`src/nsx_pkg.sv`:
```
// Shared encodings, field positions and types for the execute slice.
// Assumes a 14-bit instruction word and an 8-bit data path.
package nsx_pkg;

    // ==================================================================
    // Widths
    localparam int INSTR_W = 14;
    localparam int DATA_W = 8;
    localparam int FADDR_W = 7;
    localparam int DIRSEL_W = 3;

    // ==================================================================
    // Field positions
    localparam int DEST_BIT = 7;
    localparam int NIB_LO_MSB = 3;
    localparam int NIB_HI_LSB = 4;
    localparam int NIB_W = 4;
    localparam int OPC_MSB = 13;
    localparam int OPC_LSB = 8;
    localparam int DIR_OPC_LSB = 3;

    // ==================================================================
    // Opcode patterns
    localparam logic [5:0] OPC_NIBBLE_EXCHANGE = 6'h0E;
    localparam logic [5:0] OPC_XOR_FILE = 6'h06;
    localparam logic [5:0] OPC_XOR_LITERAL = 6'h3A;
    localparam logic [10:0] OPC_DIRECTION_LOAD = 11'h00C;
    localparam logic [DIRSEL_W-1:0] DIR_SEL_MIN = 3'h5;
    localparam logic [DIRSEL_W-1:0] DIR_SEL_MAX = 3'h7;

    // ==================================================================
    // Reset values
    localparam logic [DATA_W-1:0] WREG_RST = 8'h00;
    localparam logic [DATA_W-1:0] DIR_RST = 8'hFF;
    localparam logic [DATA_W-1:0] DATA_ZERO = 8'h00;

    typedef enum logic [2:0] {
        NSX_OP_NONE,
        NSX_OP_NIBBLE_EXCHANGE,
        NSX_OP_XOR_LITERAL,
        NSX_OP_XOR_FILE,
        NSX_OP_DIRECTION_LOAD
    } nsx_op_e;

    typedef struct packed {
        logic we;
        logic [FADDR_W-1:0] addr;
        logic [DATA_W-1:0] data;
    } nsx_fwr_s;

    typedef struct packed {
        logic we;
        logic [DIRSEL_W-1:0] sel;
        logic [DATA_W-1:0] data;
    } nsx_dwr_s;

endpackage : nsx_pkg

```
`src/nsx_exec.sv`:
```
// Execution of nibble exchange, two exclusive-OR forms and direction load.
// Assumes one instruction word per mclk and that the register file
// returns the addressed file value combinationally on file_rdata.
`timescale 1ns/1ps

// Contract
// - Nibble exchange swaps bits 3:0 and 7:4 of the addressed file value.
// - Nibble exchange writes W when d is 0, the file register when 1.
// - Literal XOR puts W xor k into W and updates only zero flag.
// - File XOR updates zero flag; result to W if d=0, file if d=1.
// - Direction load copies W to selector 5..7, no flags, one cycle.
module nsx_exec
    import nsx_pkg::*;
(
    input wire logic mclk,
    input wire logic rst_b,
    input wire logic instr_valid,
    input wire logic [INSTR_W-1:0] instr,
    input wire logic [DATA_W-1:0] file_rdata,
    output logic [FADDR_W-1:0] file_raddr,
    output nsx_fwr_s file_wr,
    output nsx_dwr_s dir_wr,
    output logic [DATA_W-1:0] wreg,
    output logic zero_flag,
    output logic zero_we
);

    // ==================================================================
    // Decode
    nsx_op_e op;
    logic dest_file;
    logic [DATA_W-1:0] result;

    always_comb begin
        op = NSX_OP_NONE;
        if (instr_valid) begin
            if (instr[OPC_MSB:OPC_LSB] == OPC_NIBBLE_EXCHANGE) begin
                op = NSX_OP_NIBBLE_EXCHANGE;
            end else if (instr[OPC_MSB:OPC_LSB] == OPC_XOR_LITERAL) begin
                op = NSX_OP_XOR_LITERAL;
            end else if (instr[OPC_MSB:OPC_LSB] == OPC_XOR_FILE) begin
                op = NSX_OP_XOR_FILE;
            end else if (instr[OPC_MSB:DIR_OPC_LSB] == OPC_DIRECTION_LOAD
                         && instr[DIRSEL_W-1:0] >= DIR_SEL_MIN) begin
                op = NSX_OP_DIRECTION_LOAD;
            end
        end
    end

    assign dest_file = instr[DEST_BIT];
    assign file_raddr = instr[FADDR_W-1:0];

    // ==================================================================
    // Datapath
    always_comb begin
        result = DATA_ZERO;
        unique case (op)
            NSX_OP_NIBBLE_EXCHANGE: result = {file_rdata[NIB_LO_MSB:0],
                file_rdata[NIB_HI_LSB +: NIB_W]};
            NSX_OP_XOR_LITERAL: result = wreg ^ instr[DATA_W-1:0];
            NSX_OP_XOR_FILE: result = wreg ^ file_rdata;
            NSX_OP_DIRECTION_LOAD: result = wreg;
            NSX_OP_NONE: result = DATA_ZERO;
        endcase
    end

    // ==================================================================
    // Write-back
    // Results are registered so every output except file_raddr comes from a flip-flop; the
    // file and direction writes therefore land one edge after decode.
    logic [DATA_W-1:0] next_wreg;
    logic next_zero_flag;
    logic next_zero_we;
    nsx_fwr_s next_file_wr;
    nsx_dwr_s next_dir_wr;

    always_comb begin
        next_wreg = wreg;
        next_zero_flag = zero_flag;
        next_zero_we = 1'b0;
        next_file_wr = '{we: 1'b0, addr: file_raddr, data: result};
        next_dir_wr = '{we: 1'b0, sel: instr[DIRSEL_W-1:0], data: result};
        unique case (op)
            NSX_OP_NIBBLE_EXCHANGE: begin
                if (dest_file) begin
                    next_file_wr.we = 1'b1;
                end else begin
                    next_wreg = result;
                end
            end
            NSX_OP_XOR_LITERAL: begin
                next_wreg = result;
                next_zero_flag = (result == DATA_ZERO);
                next_zero_we = 1'b1;
            end
            NSX_OP_XOR_FILE: begin
                if (dest_file) begin
                    next_file_wr.we = 1'b1;
                end else begin
                    next_wreg = result;
                end
                next_zero_flag = (result == DATA_ZERO);
                next_zero_we = 1'b1;
            end
            NSX_OP_DIRECTION_LOAD: begin
                next_dir_wr.we = 1'b1;
            end
            NSX_OP_NONE: begin
            end
        endcase
    end

    always_ff @(posedge mclk or negedge rst_b) begin
        if (!rst_b) begin
            wreg <= WREG_RST;
            zero_flag <= 1'b0;
            zero_we <= 1'b0;
            file_wr <= '0;
            dir_wr <= '0;
        end else begin
            wreg <= next_wreg;
            zero_flag <= next_zero_flag;
            zero_we <= next_zero_we;
            file_wr <= next_file_wr;
            dir_wr <= next_dir_wr;
        end
    end
endmodule : nsx_exec

```
`config.mk`:
```
export PLATFORM = sky130hd
export DESIGN_NAME = nsx_exec
export DESIGN_NICKNAME = d
export VERILOG_FILES = /design/src/nsx_pkg.sv /design/src/nsx_exec.sv
export SDC_FILE = /design/constraint.sdc
export NUM_CORES = 1
export LEC_CHECK = 0
export CORE_AREA = 3 3 57 59
export DETAILED_ROUTE_END_ITERATION = 7
export DIE_AREA = 0 0 60 62
export DONT_BUFFER_PORTS = 1
export MAX_ROUTING_LAYER = met4
export PLACE_DENSITY_LB_ADDON = 0.12
export SYNTH_ARGS = -nofsm -noshare
export SYNTH_HDL_FRONTEND = slang
export SYNTH_SLANG_ARGS = --single-unit
```
`constraint.sdc`:
```
create_clock -name mclk -period 2.2 [get_ports mclk]
set_clock_uncertainty 0.1 [all_clocks]
set_input_delay 0.11 -clock mclk [delete_from_list [all_inputs] [get_ports mclk]]
set_output_delay 0.11 -clock mclk [all_outputs]
set_load 0.005 [all_outputs]
```
==> impl_metrics.py, run 1 <==
metrics = {
    "outcome": {
        "status": "complete, no violations",
    },
    "critical_path": {
        "path_class": "reg2reg",
        "critPathRequiredTime_ns": 2.35,
        "reg2reg_depth": 7,
        "r2r_setup_slack_ns": 0.22,
        "cp-start-kind": "flop",
        "critPathArrivalTime_ns": 2.13,
        "r2r_end": "zero_flag$_DFFE_PN0P_",
        "r2r-start": "wreg[3]$_DFFE_PN0P_",
        "crit_path_end_kind": "flop",
        "crit_fanout": 5,
    },
    "clock_network": {
        "cts_buffers": 3,
        "htreeDepth": 1,
        "cts_root_buf": "clkbuf_4",
        "tritoncts": "yes",
        "clk_transition_reported_paths_ns": 0.14,
        "clock_latency_ns": 0.33,
        "cts_hold_repair.buffers": 19,
        "cts.sinks": 27,
        "post_cts_resized": 0,
        "cts_setup_buffers": 0,
        "cts_max_path_buffers": 2,
    },
    "pwr": {
        "power.leakage_uw": 0.000801,
        "power_uw": 836,
        "power_density_mw_per_mm2": 517,
        "ir_drop_mv": 0.382,
    },
    "hold_path": {
        "min-delay-start": "file_rdata[4]",
        "hold_depth": 3,
        "hold_path.class": "in2reg",
        "min_to": "dir_wr[0]$_DFF_PN0_",
    },
    "sta": {
        "maxSlewHeadroom_pct": 66.9,
        "hold_violations": 0,
        "finalSetupTns_ns": 0,
        "post-route-period-util_pct": 90.0,
        "setup_viol": 0,
        "fmax_ghz": 0.505,
        "slew_viol_final": 0,
        "min_period_ns": 1.98,
        "worst_hold_slack_ns": 0.0346,
        "tightestPinTransition_ns": 0.494,
        "rsz0062_at_grt": "false",
    },
    "floorplanning": {
        "fp.dieW_um": 60,
        "ioPinCount": 70,
        "std_cell_rows": 19,
        "start_util_pct": 52.5,
        "die_h_um": 62,
        "die_area_sq_mm": 0.00372,
        "core_area_sq_mm": 0.00276,
    },
    "synth": {
        "syn_inst": 141,
        "muxShareOfSynthArea_pct": 8.03,
        "synthesis.nets": 166,
        "synth_xor_area_share_pct": 1.21,
        "ys_ff_latch": 27,
        "yosysUniqueCellTypes": 38,
        "synth.avg_cell_area_sq_um": 10.3,
        "yosys.area_share.adder_pct": 0,
        "synth-compound-area-share_pct": 13.4,
        "synth-simple-area-share_pct": 16.1,
        "yosysSeqAreaShare_pct": 46.6,
        "syn_area_sq_mm": 0.00145,
        "synth_top_family_by_area": "simple AND/OR/NAND/NOR gates",
        "ys_warn_count": 0,
    },
    "routing": {
        "ant_nets": 0,
        "drc": 0,
        "vias": 1079,
        "via_per_inst": 5.93,
        "avgRoutedWirePerCell_um": 18.2,
        "drtIter0Drc": 24,
        "drt-total-wl_um": 3320,
        "drt-pass1-iter-count": 4,
    },
    "global_route": {
        "grt_pass1_vias": 1104,
        "track_usage_pct": 20.1,
        "grt_max_degree": 28,
        "grt_first_pass_wirelength_um": 5330,
        "antenna_found_initial": 0,
        "grt-ovfl-total": 0,
    },
    "job": {
        "drv_cap": 0,
    },
    "final_layout": {
        "fillCellCount": 245,
        "area_delta_synth_final_pct": 11.6,
        "drive_gt1_share_pct": 17.3,
        "layout.nets": 176,
        "multi_input_area_sq_um": 561,
        "seq_area_sq_um": 676,
        "final_area_sq_mm": 0.00162,
        "instances_no_fill": 182,
    },
    "placement": {
        "dpl_cell_area_sq_mm": 0.00139,
        "port_buffers": 0,
        "dp_hpwl_um": 2380,
        "gp_congestion": 0.909,
        "dp.cells": 158,
    },
}
-- per-stage QoR --
stage | setup WS [ns] | util, %
CTS | 0.166 | 58.5
floorplan | 0.219 | -
global placement | 0.119 | 50.3
global route | 0.0430 | 58.5
detailed placement | 0.0759 | 50.3
finish | 0.219 | 58.6
-- critical path, cell delays in order (launching register included) --
cell,delay (ns)
dfrtp_1,0.48
xor2_1,0.17
nand3_1,0.10
o21ai_0,0.09
a221oi_1,0.30
nand2_1,0.09
or4_4,0.42
o31ai_2,0.18
-- how the worst max path moves through the flow --
| stage | end | start | cells past startpoint |
|---|---|---|---|
| floorplan | zero_flag$_DFFE_PN0P_ | instr_valid | 8 |
| global placement | zero_flag$_DFFE_PN0P_ | instr[11] | 7 |
| detailed placement | zero_flag$_DFFE_PN0P_ | instr[11] | 7 |
| CTS | zero_flag$_DFFE_PN0P_ | wreg[3]$_DFFE_PN0P_ | 7 |
| global route | zero_flag$_DFFE_PN0P_ | wreg[3]$_DFFE_PN0P_ | 7 |
| finish | zero_flag$_DFFE_PN0P_ | wreg[3]$_DFFE_PN0P_ | 7 |
-- layout by cell type, fill, tap and decap left out, types with 4 or more instances in the layout --
cell	count
nand2_1	14
a221oi_1	4
dfrtp_1	27
nor2_1	5
a21oi_1	4
mux2i_1	6
mux2_2	4
dlygate4sd3_1	18
inv_1	9
nor3_1	7
o21ai_0	8
buf_4	10
-- state kept, by name, indices dropped and copies added (netlist names) --
| signal | count |
|---|---|
| file_wr | 6 |
| zero_we | 1 |
| wreg | 8 |
| zero_flag | 1 |
| dir_wr | 11 |
-- area by class of cell --
| type | instances | share of cell area (%) |
|---|---|---|
| antenna | 1 | 0.155 |
| multi-input combinational | 80 | 34.7 |
| sequential | 27 | 41.8 |
| inverter | 10 | 2.32 |
| tap | 31 | 2.40 |
| clock buffer | 4 | 1.63 |
| timing repair buffer | 29 | 17.0 |
-- power breakdown --
part           total [uW]  leakage [uW]  internal [uW]  switching (uW)
Combinational        85.8      0.000430           46.7            39.0
Sequential            533      0.000356            516            17.3
Clock                 217     0.0000150           71.1             145
-- synthesized netlist by cell type, drive strengths merged --
cell     number  area share [%]
nor3          7             2.4
a211oi        1            0.52
nand4         1            0.43
o211ai        1            0.86
clkbuf        2            0.52
xor2          2             1.2
dfrtp        27              47
and4b         1            0.69
o21ai        11             4.6
or4           1            0.78
a21oi         4             1.4
nor2          5             1.3
o22ai         2            0.86
and3b         1            0.60
a32oi         1            0.60
or2           1            0.43
and4          2             1.3
mux2i         6             4.1
nand3         3             1.0
o31ai         1            0.86
buf          22              12
o2111ai       1            0.60
a221oi        4             2.4
nand2        15             4.4
inv          10             2.6
a221o         1            0.69
nor4b         2             2.2
nand2b        1            0.43
mux2          5             3.9
-- routing by layer --
metal,global-route usage [%],share of wire [%],vias up
met3,6.61,11,5
met4,7.91,1.4,0
li1,-,-,500
met2,31.0,48,53
met5,-,0,-
met1,24.4,39,521
-- logic make-up (layout without fill, tap and decap cells) --
kind of cell / after synthesis / in the layout
xor gates and xnor gates: 2 / 2
other: 0 / 1
buffers and inverters: 34 / 43
DFF: 27 / 27
muxes: 11 / 11
AOI/OAI and AO/OA: 27 / 27
and+or+nand+nor: 40 / 40
Note: power is estimated with default switching activity, not from simulation.
==> inputs of run 2 (changes only) <==
--- a/config.mk
+++ b/config.mk
@@ -6,6 +6,7 @@
 export NUM_CORES = 1
 export LEC_CHECK = 0
 export CORE_AREA = 3 3 57 59
+export CTS_BUF_LIST = sky130_fd_sc_hd__clkbuf_8 sky130_fd_sc_hd__clkbuf_16
 export DETAILED_ROUTE_END_ITERATION = 7
 export DIE_AREA = 0 0 60 62
 export DONT_BUFFER_PORTS = 1
==> impl_metrics.py, run 2 (synthesis results as in run 1) <==
metrics = {
    "routing": {
        "avgRoutedWirePerCell_um": 18.4,
        "vias": 1064,
        "ant_nets": 0,
        "drt-total-wl_um": 3260,
        "via_per_inst": 6.01,
        "drc": 0,
        "drt-pass1-iter-count": 4,
        "drtIter0Drc": 42,
    },
    "pwr": {
        "clockPowerShare_pct": 30.8,
        "p_switching_uw": 202,
        "power.leakage_uw": 0.000796,
        "switching_share_pct": 22.8,
        "power_uw": 884,
        "power_density_mw_per_mm2": 555,
        "power_frac_comb_pct": 9.0,
        "p_seq_share_pct": 60.3,
        "p_int_uw": 683,
        "ir_drop_mv": 0.356,
    },
    "final_layout": {
        "final_common_cell": "dfrtp_1",
        "largest_register_ff_count": 11,
        "instances_no_fill": 177,
        "layout.nets": 172,
        "top_register": "dir_wr",
        "final_cell_mix": "dfrtp_1, nand2_1, dlygate4sd3_1",
        "fillCellCount": 243,
        "area_delta_synth_final_pct": 9.93,
        "antenna_cells": 0,
        "largest_registers": "dir_wr (11), wreg (8), file_wr (6)",
        "drive_gt1_share_pct": 17.8,
    },
    "clock_network": {
        "cts_max_path_buffers": 2,
        "clock_latency_ns": 0.27,
        "cts_setup_buffers": 0,
        "post_cts_resized": 0,
        "cts.sinks": 27,
        "htreeDepth": 1,
        "tritoncts": "yes",
        "cts_buffers": 3,
        "clk_transition_reported_paths_ns": 0.09,
        "cts_hold_repair.buffers": 15,
        "cts_root_buf": "clkbuf_8",
    },
    "sta": {
        "rsz0062_at_grt": "false",
        "setup_viol": 0,
        "finalSetupTns_ns": 0,
        "min_period_ns": 1.98,
        "post-route-period-util_pct": 90.2,
        "slew_viol_final": 0,
        "hold_violations": 0,
        "maxSlewHeadroom_pct": 66.5,
        "fmax_ghz": 0.504,
        "tightestPinTransition_ns": 0.500,
    },
    "global_route": {
        "grt_pass1_vias": 1103,
        "grt_max_degree": 28,
        "antenna_found_initial": 0,
        "track_usage_pct": 19.7,
        "grt_first_pass_wirelength_um": 5240,
        "grt-ovfl-total": 0,
    },
    "placement": {
        "port_buffers": 0,
        "dp_hpwl_um": 2380,
        "gp_congestion": 0.909,
        "dp.cells": 158,
    },
    "critical_path": {
        "cp-start-kind": "flop",
        "crit_path_top_delay_cell": "dfrtp_1",
        "critPathRequiredTime_ns": 2.29,
        "crit_buf_inv": 0,
        "path_class": "reg2reg",
        "cpPeakStageDelay_ns": 0.46,
        "crit_path_end_kind": "flop",
        "crit_fanout": 5,
        "critPathArrivalTime_ns": 2.07,
        "path_cells": "xor2_1 -> nand3_1 -> o21ai_0 -> a221oi_1 -> nand2_1 -> or4_4 -> o31ai_2",
        "crit_family": "simple AND/OR/NAND/NOR gates",
    },
    "floorplanning": {
        "std_cell_rows": 19,
        "core_area_sq_mm": 0.00276,
        "die_area_sq_mm": 0.00372,
        "fp.dieW_um": 60,
        "ioPinCount": 70,
        "start_util_pct": 52.5,
        "die_h_um": 62,
    },
    "outcome": {
        "status": "complete, no violations",
    },
    "job": {
        "drv_cap": 0,
    },
    "hold_path": {
        "hold_path.class": "in2reg",
    },
}
-- run 2: cell count changes in the layout (fill, tap and decap cells not counted) --
cell,delta
inv_1,+1
diode_2,-1
clkbuf_4,-3
dlygate4sd3_1,-4
clkbuf_1,-1
clkbuf_8,+3
-- run 2: power groups by stage --
stage / clock network (uW) / logic, uW / registers (uW)
floorplan: 0 / 59.2 / 538
global placement: 0 / 47.7 / 544
detailed placement: 0 / 48.4 / 544
CTS: 282 / 81.0 / 534
global route: 303 / 89.2 / 536
finish: 272 / 79.3 / 533
-- run 2: routing by layer --
| metal | share of wire, % | wire [um] | GRT usage (%) | vias to the layer above |
|---|---|---|---|---|
| met1 | 38 | 1250 | 23.5 | 507 |
| met4 | 1.8 | 58 | 9.18 | 0 |
| li1 | - | - | - | 485 |
| met3 | 11 | 359 | 7.02 | 7 |
| met2 | 49 | 1590 | 29.9 | 65 |
| met5 | 0 | 0 | - | - |
-- run 2: worst register-to-register path: cells and delay by family (launching register included) --
| family | cells | cell delay, ns |
|---|---|---|
| AOI/OAI and AO/OA | 3 | 0.57 |
| xor gates and xnor gates | 1 | 0.17 |
| DFF | 1 | 0.46 |
| and+or+nand+nor | 3 | 0.61 |
-- run 2: metrics by stage --
| step | hold slack (ns) | util [%] | worst slack (ns) | cell area, sq um |
|---|---|---|---|---|
| floorplan | -0.286 | - | 0.219 | 1450 |
| global placement | -0.285 | 50.3 | 0.119 | 1390 |
| detailed placement | -0.285 | 50.3 | 0.0759 | 1390 |
| CTS | 0.0199 | 57.8 | 0.170 | 1590 |
| global route | 0.0348 | 57.8 | 0.0452 | 1590 |
| finish | 0.0214 | 57.8 | 0.216 | 1590 |
-- run 2: cell type report --
class                      instances  area [sq um]  area share (%)
clock buffer                       3          41.3            2.59
clock inverter                     1          3.75           0.236
inverter                          10          37.5            2.36
multi-input combinational         80           561            35.2
sequential                        27           676            42.4
tap                               31          38.8            2.44
timing repair buffer              25           235            14.8
-- run 2: path summary, 6_finish.rpt --
| check | endpoint | start | depth (start not counted) | slack [ns] |
|---|---|---|---|---|
| max | zero_flag$_DFFE_PN0P_ | wreg[3]$_DFFE_PN0P_ | 7 | 0.22 |
| min | zero_flag$_DFFE_PN0P_ | file_rdata[0] | 3 | 0.02 |
| max reg2reg | zero_flag$_DFFE_PN0P_ | wreg[3]$_DFFE_PN0P_ | 7 | 0.22 |
| min reg2reg | zero_flag$_DFFE_PN0P_ | zero_flag$_DFFE_PN0P_ | 2 | 0.43 |
| max in group asynchronous | file_wr[11]$_DFF_PN0_ | rst_b | 2 | 1.69 |
| min in group asynchronous | file_wr[13]$_DFF_PN0_ | rst_b | 2 | 0.16 |
==> inputs of run 3 (changes only) <==
--- a/config.mk
+++ b/config.mk
@@ -10,8 +10,10 @@
 export DETAILED_ROUTE_END_ITERATION = 7
 export DIE_AREA = 0 0 60 62
 export DONT_BUFFER_PORTS = 1
+export GPL_ROUTABILITY_DRIVEN = 1
 export MAX_ROUTING_LAYER = met4
 export PLACE_DENSITY_LB_ADDON = 0.12
+export SETUP_SLACK_MARGIN = 0.4
 export SYNTH_ARGS = -nofsm -noshare
 export SYNTH_HDL_FRONTEND = slang
 export SYNTH_SLANG_ARGS = --single-unit
==> impl_metrics.py, run 3 (synthesis results as in run 1) <==
metrics = {
    "final_layout": {
        "largest_register_ff_count": 11,
        "top_register": "dir_wr",
        "final_common_cell": "dfrtp_1",
        "final_cell_mix": "dfrtp_1, dlygate4sd3_1, nand2_1",
        "seq_area_sq_um": 677,
        "antenna_cells": 0,
        "drive_gt1_share_pct": 19.2,
        "multi_input_area_sq_um": 583,
        "largest_registers": "dir_wr (11), wreg (8), file_wr (6)",
        "fillCellCount": 245,
        "area_delta_synth_final_pct": 12.1,
        "instances_no_fill": 177,
        "layout.nets": 172,
        "finish.utilization_pct": 58.9,
    },
    "routing": {
        "drt-pass1-iter-count": 4,
        "wl_met1_um": 1340,
        "avgRoutedWirePerCell_um": 19.0,
        "drt-total-wl_um": 3360,
        "drc": 0,
        "dr.max_layer_used": "met4",
        "routed-wl-met2_um": 1630,
        "wl_met3_um": 318,
        "via_per_inst": 5.94,
        "drtIter0Drc": 33,
        "ant_nets": 0,
        "vias": 1052,
    },
    "floorplanning": {
        "std_cell_rows": 19,
        "die_h_um": 62,
        "fp.dieW_um": 60,
        "core_area_sq_mm": 0.00276,
        "start_util_pct": 52.5,
        "ioPinCount": 70,
        "die_area_sq_mm": 0.00372,
    },
    "placement": {
        "place_ws_ns": 0.0736,
        "port_buffers": 0,
        "gp_congestion": 0.847,
        "dp_hpwl_um": 2430,
        "dp.cells": 155,
    },
    "clock_network": {
        "cts.sinks": 27,
        "clock_latency_ns": 0.27,
        "cts_root_buf": "clkbuf_8",
        "tritoncts": "yes",
        "cts_buffers": 3,
        "clk_transition_reported_paths_ns": 0.08,
        "cts_max_path_buffers": 2,
        "cts_setup_buffers": 0,
        "htreeDepth": 1,
    },
    "sta": {
        "min_period_ns": 1.85,
        "tightestPinTransition_ns": 0.445,
        "fmax_ghz": 0.540,
        "hold_violations": 0,
        "rsz0062_at_grt": "true",
        "slew_viol_final": 0,
        "setup_viol": 0,
        "post-route-period-util_pct": 84.2,
        "maxSlewHeadroom_pct": 70.4,
        "finalSetupTns_ns": 0,
        "setup_ws_ns": 0.347,
    },
    "critical_path": {
        "critPathArrivalTime_ns": 1.93,
        "critPathRequiredTime_ns": 2.28,
        "cpPeakStageDelay_ns": 0.46,
        "path_class": "reg2reg",
        "crit_fanout": 5,
        "path_cells": "xor2_1 -> nand3_1 -> o21ai_1 -> a221oi_2 -> nand2_1 -> or4_4 -> o31ai_4",
        "crit_family": "simple AND/OR/NAND/NOR gates",
        "cp-start-kind": "flop",
        "crit_buf_inv": 0,
        "crit_path_top_delay_cell": "dfrtp_2",
        "crit_path_end_kind": "flop",
    },
    "pwr": {
        "power_density_mw_per_mm2": 547,
        "ir_drop_mv": 0.381,
        "power.leakage_uw": 0.000798,
    },
    "outcome": {
        "status": "complete, no violations",
    },
    "global_route": {
        "track_usage_pct": 20.5,
        "grt-ovfl-total": 0,
        "antenna_found_initial": 0,
        "grt_max_degree": 28,
        "grt_pass1_vias": 1079,
        "grt_first_pass_wirelength_um": 5350,
    },
    "job": {
        "drv_cap": 0,
    },
    "hold_path": {
        "hold_path.class": "in2reg",
    },
}
## run 3: worst min-delay path, cell delays in order
cell and delay (ns):
a221oi_1 0.08, buf_4 0.14, inv_1 0.04
## run 3: repair_timing
action,CTS,global route
hold buffers,18,0
hold endpoints to repair,41,0
endpoints found under the setup margin,1,3
pin swaps,1,0
resized for setup,2,5
## run 3: area by class of cell
class                           instances  share of cell area [%]
Timing Repair Buffer                   25                    14.9
Inverter                               10                    2.31
Clock inverter                          1                   0.231
Multi-Input combinational cell         80                    35.9
Sequential cell                        27                    41.7
Tap cell                               31                    2.39
Clock buffer                            3                    2.54
## run 3: worst paths after layout
check	slack (ns)	from	depth (start not counted)	end
setup / recovery	0.35	wreg[3]$_DFFE_PN0P_	7	zero_flag$_DFFE_PN0P_
hold / removal	0.04	file_rdata[0]	3	dir_wr[4]$_DFF_PN0_
setup reg to reg	0.35	wreg[3]$_DFFE_PN0P_	7	zero_flag$_DFFE_PN0P_
hold reg to reg	0.46	wreg[2]$_DFFE_PN0P_	2	wreg[2]$_DFFE_PN0P_
max in group asynchronous	1.65	rst_b	2	wreg[3]$_DFFE_PN0P_
min in group asynchronous	0.18	rst_b	2	wreg[4]$_DFFE_PN0P_
## run 3: power breakdown
part	total, uW	switching [uW]	internal (uW)
logic	89.2	41.2	48.0
registers	533	17.2	516
clock network	267	142	125
total	889	201	688
## run 3: per-stage QoR
step	power [uW]	area (sq um)	hold WS (ns)
2_1_floorplan	598	1460	-0.286
3_3_place_gp	591	1370	-0.285
3_5_place_dp	593	1370	-0.285
4_1_cts	897	1610	0.00738
5_1_grt	933	1620	0.0609
6_report	889	1620	0.0417
## run 3: per-layer routing
metal  vias to the layer above  global-route usage, %
li1                        485                      -
met1                       515                   24.7
met2                        46                   31.9
met3                         6                   5.58
met4                         0                   9.49
met5                         -                      -
